### src/rtl/xdgf_pkg.sv
// Purpose: shared constants and types of the data group framer
// Assumes: one 100 MHz clock, byte-wide streams
// Notes:   offsets and fields are bit positions inside group words

package xdgf_pkg;
  // ==========================================
  // check word
  localparam logic [15:0] CRC_PRESET    = 16'hFFFF;
  localparam logic [15:0] CRC_POLY      = 16'h1021;
  // ==========================================
  // application types in contents indicators
  localparam logic [4:0]  APP_LEN_IND   = 5'h01;
  localparam logic [4:0]  APP_DL_START  = 5'h02;
  // ==========================================
  // label limits
  localparam logic [7:0]  DL_MAX_BYTES  = 8'h80;
  localparam logic [4:0]  SEG_MAX_BYTES = 5'h10;
  localparam logic [3:0]  DL_MAX_SEGS   = 4'h8;
  // ==========================================
  // segment header fields
  localparam int          HDR_TOG_BIT   = 15;
  localparam int          HDR_FIRST_BIT = 14;
  localparam int          HDR_LAST_BIT  = 13;
  localparam int          HDR_CMD_BIT   = 12;
  localparam logic [3:0]  RFA4          = 4'h0;
  localparam logic [1:0]  LI_RFA        = 2'h0;
  localparam logic [3:0]  CMD_CLEAR     = 4'h1;
  // ==========================================
  // sub-field and buffer sizes
  localparam logic [5:0]  SHORT_SF_BYTES = 6'h04;
  localparam int          BYTE_W        = 8;
  localparam int          FIFO_DEPTH    = 16;

  typedef enum logic [1:0] {KIND_MSC, KIND_DL_MSG, KIND_DL_CMD} xdgf_kind_t;
  typedef enum logic [2:0] {S_IDLE, S_CI, S_HDR, S_DATA, S_CRC, S_PAD} xdgf_state_t;
endpackage

### src/rtl/xdgf_framer.sv
// Purpose: builds length-indicator, data-carrying and label segment groups
// Assumes: requests and payload come from logic on ref_clk
// Notes:   one group at a time; no interleaving of other applications

`timescale 1ns/100ps

// ==========================================
// payload buffer
module xdgf_fifo #(
  parameter int WIDTH = 8,
  parameter int DEPTH = 16
) (
  input  wire logic             clk,
  input  wire logic             rst,
  input  wire logic [WIDTH-1:0] wr_data,
  input  wire logic             wr_valid,
  output logic                  wr_ready,
  output logic      [WIDTH-1:0] rd_data,
  output logic                  rd_valid,
  input  wire logic             rd_ready
);
  localparam int AW = $clog2(DEPTH);
  logic [WIDTH-1:0] mem_q [DEPTH];
  logic [AW-1:0]    wp_q;
  logic [AW-1:0]    rp_q;
  logic [AW:0]      cnt_q;
  logic             wr;
  logic             rd;

  assign wr_ready = cnt_q != (AW+1)'(DEPTH);
  assign rd_valid = cnt_q != '0;
  assign rd_data  = mem_q[rp_q];
  assign wr       = wr_valid & wr_ready;
  assign rd       = rd_valid & rd_ready;

  always_ff @(posedge clk) begin
    if (wr) begin
      mem_q[wp_q] <= wr_data;
    end
  end

  always_ff @(posedge clk or posedge rst) begin
    if (rst) begin
      wp_q  <= '0;
      rp_q  <= '0;
      cnt_q <= '0;
    end else begin
      if (wr) begin
        wp_q <= wp_q + 1'b1;
      end
      if (rd) begin
        rp_q <= rp_q + 1'b1;
      end
      cnt_q <= cnt_q + (AW+1)'(wr) - (AW+1)'(rd);
    end
  end
endmodule

// Functional notes
// - check word is 16-bit code, generator x^16 + x^12 + x^5 + 1
// - every bit of the check word is inverted before sending
// - check register preset to all ones at each group start
// - zero filler bytes after check word up to sub-field end
// - each data-carrying job is a length group then the data group
// - length group uses application type 1
// - top two bits of the length word are zero
// - bits 13..0 hold byte count of the following data group
// - length group check word covers only its first word
// - one whole data group goes unsplit into the second group
// - short format frame n: type 1 indicator plus three length bytes
// - short format frame n+1: fourth length byte plus three zeros
// - short format frame n+2: start-type indicator plus three data bytes
// - later frames may interleave other applications and resume
// - variable format: length and data sub-fields adjacent
// - label message at most 128 bytes of characters
// - label split into at most 8 segments of up to 16 bytes
// - each label segment in its own group
// - whole message sent before any command for it
// - segment layout: toggle, first/last, command flag, control, data, check
// - toggle held within a message or command, inverted on a new one
// - first/last codes: 00 middle, 01 last, 10 first, 11 sole
// - message control: length minus one, charset or segment index
// - command control: code in 11..8, clear display has no data
module xdgf_framer (
  input  wire logic               ref_clk,
  input  wire logic               sys_rst,
  input  wire logic [7:0]         in_data,
  input  wire logic               in_valid,
  output logic                    in_ready,
  input  wire logic               req_valid,
  output logic                    req_ready,
  input  wire xdgf_pkg::xdgf_kind_t req_kind,
  input  wire logic [13:0]        req_len,
  input  wire logic [4:0]         application_type_code,
  input  wire logic [3:0]         req_charset,
  input  wire logic [3:0]         req_cmd,
  input  wire logic               req_repeat,
  input  wire logic               short_mode,
  input  wire logic [2:0]         sf_len_code,
  output logic [7:0]              xp_data,
  output logic                    xp_valid,
  input  wire logic               xp_ready,
  output logic                    xp_ci,
  output logic                    xp_sf_last,
  output logic                    busy
);
  import xdgf_pkg::*;

  // ==========================================
  // helpers
  // msb first into the register
  function automatic logic [15:0] crc_byte(input logic [15:0] c, input logic [7:0] b);
    logic [15:0] r;
    r = c;
    for (int i = 7; i >= 0; i--) begin
      r = (r[15] ^ b[i]) ? ({r[14:0], 1'b0} ^ CRC_POLY) : {r[14:0], 1'b0};
    end
    return r;
  endfunction

  function automatic logic [5:0] sf_bytes(input logic [2:0] code);
    logic [5:0] r;
    unique case (code)
      3'h0: r = 6'h04;
      3'h1: r = 6'h06;
      3'h2: r = 6'h08;
      3'h3: r = 6'h0C;
      3'h4: r = 6'h10;
      3'h5: r = 6'h18;
      3'h6: r = 6'h20;
      3'h7: r = 6'h30;
    endcase
    return r;
  endfunction

  // at most 16 bytes per segment
  function automatic logic [4:0] seg_len(input logic [7:0] rem);
    return (rem > 8'(SEG_MAX_BYTES)) ? SEG_MAX_BYTES : rem[4:0];
  endfunction

  function automatic logic [15:0] dl_hdr(input logic tog, input logic first, input logic last,
                                         input logic [4:0] len, input logic [3:0] f2);
    return {tog, first, last, 1'b0, 4'(len - 5'h01), f2, RFA4};
  endfunction

  // ==========================================
  // state
  xdgf_state_t st_q;
  xdgf_state_t ret_q;
  xdgf_state_t nb;
  xdgf_kind_t  kind_q;
  logic        grp_q;
  logic [2:0]  seg_q;
  logic [3:0]  nseg_q;
  logic [13:0] left_q;
  logic [7:0]  rem_q;
  logic [7:0]  dl_len_q;
  logic [5:0]  sf_left_q;
  logic [15:0] crc_q;
  logic [15:0] hdr_q;
  logic        bi_q;
  logic        has_crc_q;
  logic        cont_q;
  logic [4:0]  app_q;
  logic [13:0] msc_len_q;
  logic        short_q;
  logic [2:0]  code_q;
  logic        msg_tog_q;
  logic        cmd_tog_q;
  logic [7:0]  out_q;
  logic        ov_q;
  logic        ci_q;
  logic        sfl_q;

  logic [7:0]  fifo_data;
  logic        fifo_valid;
  logic        gen_valid;
  logic [7:0]  gen_byte;
  logic        g_end;
  logic        adv;
  logic        start_job;
  logic        gdone;
  logic        body;
  logic [5:0]  reload;
  logic [4:0]  ci_app;
  logic [7:0]  req_dl_len;
  logic [4:0]  req_s0;
  logic        msg_tog_n;
  logic        cmd_tog_n;
  logic [4:0]  nxt_len;

  xdgf_fifo #(
    .WIDTH (BYTE_W),
    .DEPTH (FIFO_DEPTH)
  ) u_fifo (
    .clk      (ref_clk),
    .rst      (sys_rst),
    .wr_data  (in_data),
    .wr_valid (in_valid),
    .wr_ready (in_ready),
    .rd_data  (fifo_data),
    .rd_valid (fifo_valid),
    .rd_ready (adv && st_q == S_DATA)
  );

  // ==========================================
  // request side
  // requests only taken when idle, so a command follows its message
  assign req_ready  = st_q == S_IDLE;
  assign start_job  = req_valid & req_ready;
  assign busy       = (st_q != S_IDLE) | ov_q;
  assign req_dl_len = (req_len == 14'h0) ? 8'h01 :
                      (req_len > 14'(DL_MAX_BYTES)) ? DL_MAX_BYTES : req_len[7:0];
  assign req_s0     = seg_len(req_dl_len);
  // new message or command flips its own toggle
  assign msg_tog_n  = req_repeat ? msg_tog_q : ~msg_tog_q;
  assign cmd_tog_n  = req_repeat ? cmd_tog_q : ~cmd_tog_q;
  assign reload     = short_q ? SHORT_SF_BYTES : sf_bytes(code_q);
  assign nxt_len    = seg_len(rem_q);

  // start type per group, continuation is start plus one
  always_comb begin
    if (kind_q == KIND_MSC) begin
      ci_app = grp_q ? app_q : APP_LEN_IND;
    end else begin
      ci_app = APP_DL_START;
    end
    if (cont_q) begin
      ci_app = ci_app + 5'h01;
    end
  end

  // ==========================================
  // byte generator
  always_comb begin
    gen_valid = 1'b1;
    gen_byte  = 8'h00;
    nb        = st_q;
    g_end     = 1'b0;
    unique case (st_q)
      S_IDLE: gen_valid = 1'b0;
      S_CI:   gen_byte  = {short_q ? 3'h0 : code_q, ci_app};
      S_HDR: begin
        gen_byte = bi_q ? hdr_q[7:0] : hdr_q[15:8];
        if (bi_q) begin
          if (left_q != 14'h0) begin
            nb = S_DATA;
          end else if (has_crc_q) begin
            nb = S_CRC;
          end else begin
            g_end = 1'b1;
          end
        end
      end
      S_DATA: begin
        gen_valid = fifo_valid;
        gen_byte  = fifo_data;
        if (left_q == 14'h1) begin
          nb    = has_crc_q ? S_CRC : S_DATA;
          g_end = ~has_crc_q;
        end
      end
      // inverted check word, high byte first
      S_CRC: begin
        gen_byte = bi_q ? ~crc_q[7:0] : ~crc_q[15:8];
        g_end    = bi_q;
      end
      S_PAD:  gen_byte = 8'h00;
    endcase
  end

  assign adv   = gen_valid & (~ov_q | xp_ready);
  assign body  = (st_q == S_HDR) | (st_q == S_DATA) | (st_q == S_CRC);
  assign gdone = adv & (sf_left_q == 6'h01) & ((st_q == S_PAD) | (body & g_end));

  // ==========================================
  // output stage
  always_ff @(posedge ref_clk or posedge sys_rst) begin
    if (sys_rst) begin
      ov_q  <= 1'b0;
      out_q <= 8'h00;
      ci_q  <= 1'b0;
      sfl_q <= 1'b0;
    end else if (adv) begin
      ov_q  <= 1'b1;
      out_q <= gen_byte;
      ci_q  <= st_q == S_CI;
      sfl_q <= (st_q != S_CI) && (sf_left_q == 6'h01);
    end else if (xp_ready) begin
      ov_q  <= 1'b0;
    end
  end

  assign xp_data    = out_q;
  assign xp_valid   = ov_q;
  assign xp_ci      = ci_q;
  assign xp_sf_last = sfl_q;

  // ==========================================
  // toggles
  always_ff @(posedge ref_clk or posedge sys_rst) begin
    if (sys_rst) begin
      msg_tog_q <= 1'b0;
      cmd_tog_q <= 1'b0;
    end else if (start_job) begin
      // tracked apart for messages and commands
      if (req_kind == KIND_DL_MSG) begin
        msg_tog_q <= msg_tog_n;
      end
      if (req_kind == KIND_DL_CMD) begin
        cmd_tog_q <= cmd_tog_n;
      end
    end
  end

  // ==========================================
  // group sequencer
  always_ff @(posedge ref_clk or posedge sys_rst) begin
    if (sys_rst) begin
      st_q      <= S_IDLE;
      ret_q     <= S_IDLE;
      kind_q    <= KIND_MSC;
      grp_q     <= 1'b0;
      seg_q     <= 3'h0;
      nseg_q    <= 4'h0;
      left_q    <= 14'h0;
      rem_q     <= 8'h00;
      dl_len_q  <= 8'h00;
      sf_left_q <= 6'h00;
      crc_q     <= CRC_PRESET;
      hdr_q     <= 16'h0000;
      bi_q      <= 1'b0;
      has_crc_q <= 1'b0;
      cont_q    <= 1'b0;
      app_q     <= 5'h00;
      msc_len_q <= 14'h0;
      short_q   <= 1'b0;
      code_q    <= 3'h0;
    end else if (start_job) begin
      kind_q    <= req_kind;
      short_q   <= short_mode;
      code_q    <= sf_len_code;
      app_q     <= application_type_code;
      grp_q     <= 1'b0;
      seg_q     <= 3'h0;
      has_crc_q <= 1'b1;
      ret_q     <= S_HDR;
      st_q      <= S_CI;
      cont_q    <= 1'b0;
      sf_left_q <= short_mode ? SHORT_SF_BYTES : sf_bytes(sf_len_code);
      crc_q     <= CRC_PRESET;
      unique case (req_kind)
        // length word only, then its check
        KIND_MSC: begin
          hdr_q     <= {LI_RFA, req_len};
          left_q    <= 14'h0;
          msc_len_q <= req_len;
        end
        KIND_DL_MSG: begin
          hdr_q    <= dl_hdr(msg_tog_n, 1'b1, req_dl_len <= 8'(SEG_MAX_BYTES), req_s0, req_charset);
          left_q   <= 14'(req_s0);
          rem_q    <= req_dl_len - 8'(req_s0);
          dl_len_q <= req_dl_len;
          nseg_q   <= 4'((req_dl_len + 8'h0F) >> 4);
        end
        // command word, reserved fields zero, no data
        KIND_DL_CMD: begin
          hdr_q  <= {cmd_tog_n, 2'b11, 1'b1, req_cmd, RFA4, RFA4};
          left_q <= 14'h0;
        end
        default: st_q <= S_IDLE;
      endcase
    end else if (adv) begin
      unique case (st_q)
        // short format counts the indicator inside its four bytes
        S_CI: begin
          st_q <= ret_q;
          if (short_q) begin
            sf_left_q <= sf_left_q - 6'h01;
          end
        end
        S_HDR, S_DATA, S_CRC: begin
          if (st_q != S_DATA) begin
            bi_q <= ~bi_q;
          end
          // check runs over header and data only
          if (st_q != S_CRC) begin
            crc_q <= crc_byte(crc_q, gen_byte);
          end
          if (st_q == S_DATA) begin
            left_q <= left_q - 14'h1;
          end
          if (g_end) begin
            // rest of the sub-field filled with zeros
            st_q      <= S_PAD;
            sf_left_q <= sf_left_q - 6'h01;
          end else if (sf_left_q == 6'h01) begin
            // group continues unsplit into the next sub-field
            // resumed at once, nothing else interleaved
            sf_left_q <= reload;
            if (short_q) begin
              st_q <= nb;
            end else begin
              st_q   <= S_CI;
              ret_q  <= nb;
              cont_q <= 1'b1;
            end
          end else begin
            st_q      <= nb;
            sf_left_q <= sf_left_q - 6'h01;
          end
        end
        S_PAD: sf_left_q <= sf_left_q - 6'h01;
        default: st_q <= S_IDLE;
      endcase
      if (gdone) begin
        st_q      <= S_IDLE;
        cont_q    <= 1'b0;
        sf_left_q <= reload;
        crc_q     <= CRC_PRESET;
        if (kind_q == KIND_MSC && !grp_q && msc_len_q != 14'h0) begin
          // data group opens the very next sub-field
          grp_q     <= 1'b1;
          left_q    <= msc_len_q;
          has_crc_q <= 1'b0;
          ret_q     <= S_DATA;
          st_q      <= S_CI;
        end else if (kind_q == KIND_DL_MSG && 4'(seg_q) + 4'h1 < nseg_q) begin
          // next segment, index is number minus one
          seg_q  <= seg_q + 3'h1;
          hdr_q  <= dl_hdr(msg_tog_q, 1'b0, 4'(seg_q) + 4'h2 == nseg_q, nxt_len, {1'b0, seg_q + 3'h1});
          left_q <= 14'(nxt_len);
          rem_q  <= rem_q - 8'(nxt_len);
          ret_q  <= S_HDR;
          st_q   <= S_CI;
        end
      end
    end
  end

  // ==========================================
  // checks
  a_crc_preset: assert property (@(posedge ref_clk) disable iff (sys_rst)
    start_job |=> crc_q == CRC_PRESET) else $error("check register not preset");
  a_crc_invert: assert property (@(posedge ref_clk) disable iff (sys_rst)
    adv && st_q == S_CRC && !bi_q |=> xp_data == ~$past(crc_q[15:8])) else $error("check byte not inverted");
  a_pad_zero: assert property (@(posedge ref_clk) disable iff (sys_rst)
    adv && st_q == S_PAD |=> xp_valid && xp_data == 8'h00) else $error("filler not zero");
  a_li_type: assert property (@(posedge ref_clk) disable iff (sys_rst)
    adv && st_q == S_CI && kind_q == KIND_MSC && !grp_q |=> xp_ci && xp_data[4:0] == APP_LEN_IND)
    else $error("length group type wrong");
  a_li_rsv: assert property (@(posedge ref_clk) disable iff (sys_rst)
    adv && st_q == S_HDR && kind_q == KIND_MSC && !bi_q |=> xp_data[7:6] == LI_RFA) else $error("reserved bits set");
  a_seg_size: assert property (@(posedge ref_clk) disable iff (sys_rst)
    kind_q == KIND_DL_MSG |-> left_q <= 14'(SEG_MAX_BYTES) && nseg_q <= DL_MAX_SEGS) else $error("segment too large");
  a_msg_limit: assert property (@(posedge ref_clk) disable iff (sys_rst)
    kind_q == KIND_DL_MSG && st_q != S_IDLE |-> dl_len_q <= DL_MAX_BYTES) else $error("label too long");
  a_fl_code: assert property (@(posedge ref_clk) disable iff (sys_rst)
    kind_q == KIND_DL_MSG && st_q == S_HDR |-> hdr_q[HDR_FIRST_BIT] == (seg_q == 3'h0)
      && hdr_q[HDR_LAST_BIT] == (4'(seg_q) + 4'h1 == nseg_q)) else $error("first/last flags wrong");
  a_cmd_nodata: assert property (@(posedge ref_clk) disable iff (sys_rst)
    kind_q == KIND_DL_CMD && st_q != S_IDLE |-> st_q != S_DATA && hdr_q[HDR_CMD_BIT]) else $error("command carries data");
  a_short_frame: assert property (@(posedge ref_clk) disable iff (sys_rst)
    start_job && short_mode ##1 (st_q == S_CI) |-> sf_left_q == SHORT_SF_BYTES) else $error("short sub-field size wrong");
endmodule

### config.mk
export PLATFORM = sky130hd
export DESIGN_NAME = xdgf_framer
export DESIGN_NICKNAME = d
export VERILOG_FILES = /design/src/rtl/xdgf_pkg.sv /design/src/rtl/xdgf_framer.sv
export SDC_FILE = /design/constraint.sdc
export NUM_CORES = 1
export LEC_CHECK = 0
export BUFFER_PORTS_ARGS = -buffer_cell sky130_fd_sc_hd__buf_2
export CORE_AREA = 5 5 169 171
export CTS_CLUSTER_SIZE = 8
export DETAILED_ROUTE_END_ITERATION = 7
export DIE_AREA = 0 0 174 176
export PLACE_DENSITY = 0.7
export SETUP_SLACK_MARGIN = 0.02
export SYNTH_ARGS = -nofsm -noshare
export SYNTH_HDL_FRONTEND = slang
export SYNTH_SLANG_ARGS = --single-unit
### constraint.sdc
create_clock -name ref_clk -period 12.2 [get_ports ref_clk]
set_clock_uncertainty 0.05 [all_clocks]
set_input_delay 2.44 -clock ref_clk [delete_from_list [all_inputs] [get_ports ref_clk]]
set_output_delay 2.44 -clock ref_clk [all_outputs]
set_load 0.02 [all_outputs]
Word-level counts from Yosys, hierarchy flattened
Memory sizes are Yosys's and may differ from the RTL's.
Cells that the tools add are included.
- memories: 3
- output and inout port bits: 14
- flip-flop bits (word level): 128
- memory bits (read-only): 80
- bits in writable memories: 128
- logic and storage cells: 258
- bits of input ports: 47
- memories (memory ; words ; bits a word ; rd ports ; clocked after memory_dff ; write ports ; line ; text):
    u_fifo.mem_q ; 16 ; 8 ; 1 ; 0 ; 1 ; xdgf_framer.sv:23 ; logic [WIDTH-1:0] mem_q [DEPTH];
    (no name shown) ; 8 ; 5 ; 1 ; 0 ; 0 ; xdgf_framer.sv:123 ; unique case (code)
    (no name shown) ; 8 ; 5 ; 1 ; 0 ; 0 ; xdgf_framer.sv:123 ;
- eq/ne operators: 23
- reductions and logical operators: 39
- bitwise operators: 36
- add/subtract/negate cells: 15
- muxes and demuxes: 110
- $lt $le $gt $ge: 5
- operators with widths (operator ; number):
    $mux W16 ; 10
    $mux W13 ; 8
    $mux W14 ; 7
    $mux W8 ; 10
    $mux W3 ; 26
    $mux W6 ; 8
    $pmux W16 S3 ; 1
    $pmux W8 S4 ; 1
    $mux W1 ; 28
    $pmux W14 S2 ; 1
    $reduce_bool A14 Y1 ; 2
    $mux W5 ; 5
    $not A3 Y3 ; 8
    $pmux W6 S3 ; 1
    $gt A8 B5 Y1 const B ; 2
    $not A8 Y8 ; 2
    $sub A8 B5 Y8 ; 2
    $reduce_and A5 Y1 ; 3
    $eq A14 B1 Y1 const B ; 1
    $gt A14 B8 Y1 const B ; 1
    $logic_not A14 Y1 ; 1
    $sub A14 B1 Y14 const B ; 1
    $reduce_bool A3 Y1 ; 4
    $reduce_and A2 Y1 ; 5
    45 further kinds ; 90

Logic depth before layout (Yosys ltp)
- depth in word-level cells: 26
- depth in mapped cells: 14

Hierarchy
From an unflattened synthesis, not the netlist that was laid out.
- cell total of the unflattened synthesis: 1152
- area total of the unflattened synthesis: 13193.9 um^2
- by module, submodules not included (module ; times used ; cells an instance ; area each (um^2)):
    xdgf_framer ; 1 ; 830 ; 7440.9
    xdgf_fifo ; 1 ; 322 ; 5753.0

Worst setup path before layout
Ideal clock, no wire load.
- path type: input-to-reg
- from: input port req_len[12]
- to: register hdr_q[9]
- arrival time: 4.685 ns
- setup time: 0.125 ns
- cell stages on the path: 10
- buffers on the path: 1
- slack: 7.340 ns
- required time: 12.025 ns
- path through: or4_1 -> nor4_2 -> and3_1 -> clkbuf_1 -> o21ai_0 -> ha_1 -> o211ai_1 -> o21ai_0 -> mux2i_1 -> mux2_2
- longest elaborated chain between the ends: 8
- elaborated cells on any way between the ends: 9
- ends and longest elaborated chain (item ; line ; text):
    from (decl) ; xdgf_framer.sv:93 ; input wire logic [13:0] req_len,
    $gt A14 B8 Y1 ; xdgf_framer.sv:213 ; (req_len > 14'(DL_MAX_BYTES)) ? DL_MAX_BYTES : req_len[7:0];
    $mux W8 ; xdgf_framer.sv:213 ;
    $mux W8 (*) ; xdgf_framer.sv:212 ; assign req_dl_len = (req_len == 14'h0) ? 8'h01 :
    $gt A8 B5 Y1 ; xdgf_framer.sv:138 ; return (rem > 8'(SEG_MAX_BYTES)) ? SEG_MAX_BYTES : rem[4:0];
    $mux W5 (*) ; xdgf_framer.sv:138 ;
    $sub A4 B1 Y4 (*) ; xdgf_framer.sv:143 ; return {tog, first, last, 1'b0, 4'(len - 5'h01), f2, RFA4};
    $pmux W16 S3 (*) ; xdgf_framer.sv:352 ; unique case (req_kind)
    $mux W16 (*) ; xdgf_framer.sv:339 ; end else if (start_job) begin
    to (signal assigned) ; xdgf_framer.sv:355 ; hdr_q <= {LI_RFA, req_len};
    to (signal assigned) ; xdgf_framer.sv:360 ; hdr_q <= dl_hdr(msg_tog_n, 1'b1, req_dl_len <= 8'(SEG_MAX_BYTES), req_s0, req_charset);
    to (signal assigned) ; xdgf_framer.sv:368 ; hdr_q <= {cmd_tog_n, 2'b11, 1'b1, req_cmd, RFA4, RFA4};
    to (decl) ; xdgf_framer.sv:160 ; logic [15:0] hdr_q;
Every way passes the cells marked *; elsewhere a longest branch is shown, timed or not.
A chain may end at the register's enable or synchronous reset.

Final worst setup path
- from: input port xp_ready
- to: register left_q[4]
- longest elaborated chain between the ends: 7
- elaborated cells on any way between the ends: 9
- ends and longest elaborated chain (item ; line ; text):
    from (decl) ; xdgf_framer.sv:102 ; input wire logic xp_ready,
    $or A1 B1 Y1 (*) ; xdgf_framer.sv:272 ; assign adv = gen_valid & (~ov_q | xp_ready);
    $and A1 B1 Y1 (*) ; xdgf_framer.sv:272 ;
    $and A1 B1 Y1 (2 in series) ; xdgf_framer.sv:274 ; assign gdone = adv & (sf_left_q == 6'h01) & ((st_q == S_PAD) | (body & g_end));
    $mux W14 ; xdgf_framer.sv:416 ; if (gdone) begin
    $mux W14 ; xdgf_framer.sv:373 ; end else if (adv) begin
    $mux W14 ; xdgf_framer.sv:339 ;
    to (signal assigned) ; xdgf_framer.sv:391 ; left_q <= left_q - 14'h1;
    to (signal assigned) ; xdgf_framer.sv:424 ; left_q <= msc_len_q;
    to (signal assigned) ; xdgf_framer.sv:432 ; left_q <= 14'(nxt_len);
    to (decl) ; xdgf_framer.sv:155 ; logic [13:0] left_q;
Every way passes the cells marked *; elsewhere a longest branch is shown, timed or not. The select of a mux whose other input is x is not followed.

==> flow_summary.yaml <==
clock_network:
  clk_pin_slew_worst_paths_ns: 0.05
  tritoncts: "yes"
  ctsLongestPathBuffers: 3
  post_cts_resized: 0
  clock_latency_ns: 0.53
  ctsHtreeMaxLevel: 2
  cts.sinks: 256
  total_cts_buffers: 38
  cts-hold-fix-buffers: 0
  cts_root_buffer_type: "clkbuf_16"
  postCtsSetupRepairBufs: 0
sta:
  timing.setup.tns_ns: 0
  setup_violating_endpoint_count_in_the_final_report: 0
  worst_hold_slack_ns: 0.427
  period_needed_ns: 4.94
  final-max-slew-violation-count: 0
  layout_setup_ws_ns: 7.26
  worst_pin_slew_ns: 1.22
  setup_repair_after_global_routing_missed_its_margin: "no"
  finalHoldViolCount: 0
  layout_worst_path_cycle_share_pct: 40.5
  maxSlewHeadroom_pct: 18.0
  maxClockFrequency_ghz: 0.203
synthesis:
  share_of_synthesized_cell_area_in_full_adder_half_adder_and_majority_cells_pct: 3.10
  synth_seq_cells: 256
  yosys.area_share.simple_pct: 13.3
  synth_area_sq_mm: 0.0132
  share_of_synthesized_area_spent_on_multiplexers_pct: 9.53
  avgSynthCellArea_sq_um: 11.6
  synth-compound-area-share_pct: 12.4
  yosys_cell_types: 85
  yosysWarnings: 0
  async_reset_ff_share_pct: 50.0
  synthCells: 1133
  yosysSeqAreaShare_pct: 53.7
  synth_top_family_by_area: "simple AND/OR/NAND/NOR gates"
  post_synth_xor_area_fraction_pct: 4.74
  synth-edff-count: 128
  postSynth.topFlopCell: "edfxtp_1"
run_status:
  run_status: "complete, no violations"
final_layout:
  fin_nets: 1268
  fraction_of_layout_cells_with_a_size_suffix_above_1_pct: 17.0
  instances_no_fill: 1553
  ant_diodes: 0
  area.growth.synth_to_final_pct: 13.3
placement:
  port_buffers: 60
  place_ws_ns: 6.80
  gp_congestion: 0.971
  place_hpwl_um: 22600
  post-place-cells: 1490
critical_path:
  regToRegSetupSlack_ns: 8.13
  startpoint_kind_of_the_worst_setup_timing_path: "input port"
  worst_ep_required_time_ns: 12.56
  worstSetupPathType: "input port to register"
  critical_path_arrival_ns: 5.30
  cp-startpoint: "xp_ready"
  worstSetupEndpointType: "register"
  critical_path.max_fanout: 34
  rr_startpoint: "st_q[2]"
drt:
  wl_per_cell_um: 21.2
  ant_nets: 0
  viasPerCell: 6.08
  vias: 9449
  drt_pre_antenna_iters: 6
  finalWirelength_um: 33000
  drt_drc_violations_left: 0
  drtIter0Drc: 1128
pwr:
  total_leakage_power_uw: 0.00590
  power.density_mw_per_mm2: 259
  power.ir.vdd_worst_mv: 0.142
floorplanning:
  io_pins: 61
  die_w_um: 174
  area_enclosed_by_the_die_boundary_sq_mm: 0.0306
  core_area_sq_mm: 0.0267
  floorplan.initialDensity_pct: 49.2
  number_of_core_rows: 60
  die_height_um: 176
hold_path:
  worst_hold_path_type: "register to register"
  hold_path_startpoint: "hdr_q[12]"
global_routing:
  wire_length_of_the_first_global_routing_pass_um: 53000
  grt_start_max_net_pins: 78
  first_global_vias: 9298
  grt_total_ovfl: 0
  grtUsageTotal_pct: 21.6
  grt_antenna_before_repair: 0
run:
  maxCapViolCount: 0
## cell usage in the layout (no fill, tap or decap), drive strengths merged, types with 9 or more instances in the layout
master	synthesis	layout
edfxtp	128	128
dfrtp	112	112
nand2	111	111
nor2	84	84
buf	25	76
clkbuf	36	58
o21ai	55	55
a21oi	46	46
mux2i	42	42
inv	37	38
ha	31	31
mux2	28	28
xnor2	27	27
nand3	26	26
xor2	26	26
nor3	25	25
mux4	23	23
a22oi	18	18
dfstp	16	16
and2	16	16
o31ai	16	16
nor4	13	13
nand4	12	12
nor2b	11	11
or3	11	11
a221oi	10	10
nand2b	9	9
a21o	9	9
## worst max-delay path: stages
cell      delay (ns)
buf_2           0.10
nor2b_1         0.49
a211o_1         0.20
buf_4           0.32
nor2_1          0.11
and2_1          0.36
o21ai_1         0.67
a221oi_1        0.25
a211o_1         0.33
## cell type report
type | instances | area [sq um]
fill | 2211 | 11800
sequential | 256 | 7070
multi-input combinational | 778 | 5720
clock buffer | 58 | 1040
tap | 341 | 427
timing repair buffer | 76 | 420
inverter | 39 | 149
clock inverter | 5 | 90.1
## state kept, by name (all words and copies together), names as in the netlist, 6 cells and up
register and flops:
crc_q 16, left_q 14, sf_left_q 6, xp_data 8, msc_len_q 14, rem_q 8, u_fifo.mem_q 128, hdr_q 16
## through the flow
stage,power (uW),instance area (sq um),utilization [%]
floorplan,2460,13200,-
global placement,2840,13800,51.6
detailed placement,2870,13800,51.6
CTS,3860,14900,55.8
global route,4080,14900,55.8
finish,3850,14900,55.8
## power breakdown
part | switching (uW) | internal (uW) | leakage (uW)
sequential | 223 | 1140 | 0.00273
clock | 385 | 589 | 0.000538
combinational | 853 | 666 | 0.00264
## routing by layer
metal	wire (um)	up-vias	part of all wire, %	global-route usage [%]
met3	2240	63	6.8	3.49
met4	811	0	2.5	6.53
li1	-	4336	-	-
met1	14800	4665	45	31.7
met5	0	-	0	0
met2	15100	385	46	33.5
## cells by family (layout without fill, tap and decap cells)
family          Yosys count  in the layout
mux                      93             93
flops                   256            256
fa+ha+maj                32             32
xor+xnor                 60             60
simple gates            355            355
buf+inv                 100            178
compound gates          236            236
other cells               1              2
## final timing paths
path,end,cells past startpoint
min,hdr_q[12],1
max reg2reg,rem_q[0],8
min reg2reg,hdr_q[12],1
max in group asynchronous,left_q[3],3
min in group asynchronous,sf_left_q[3],2
max,left_q[4],9
## Yosys cell counts, types with 7 or more instances
library cell    n  area, sq um
a211oi_1        7         52.6
a21o_1          9         67.6
a21oi_1        45          225
a221o_1         7         70.1
a221oi_1       10         87.6
a22oi_1        18          135
a31oi_1         7         43.8
and2_1         15         93.8
buf_1           8         30.0
buf_2          13         65.1
clkbuf_1       36          135
dfrtp_1       112         2800
dfstp_2        16          420
edfxtp_1      128         3840
ha_1           31          388
inv_1          37          139
mux2_2         28          315
mux2i_1        42          420
mux4_2         23          518
nand2_1       110          413
nand2b_1        9         56.3
nand3_1        26          130
nand4_1        12         75.1
nor2_1         83          312
nor2b_1        11         68.8
nor3_1         25          125
nor4_1         12         75.1
o211ai_1        7         52.6
o21ai_0        53          265
o31ai_1        15          113
or3_1          11         68.8
xnor2_1        27          236
xor2_1         26          228
Note: power is estimated with default switching activity, not from simulation.
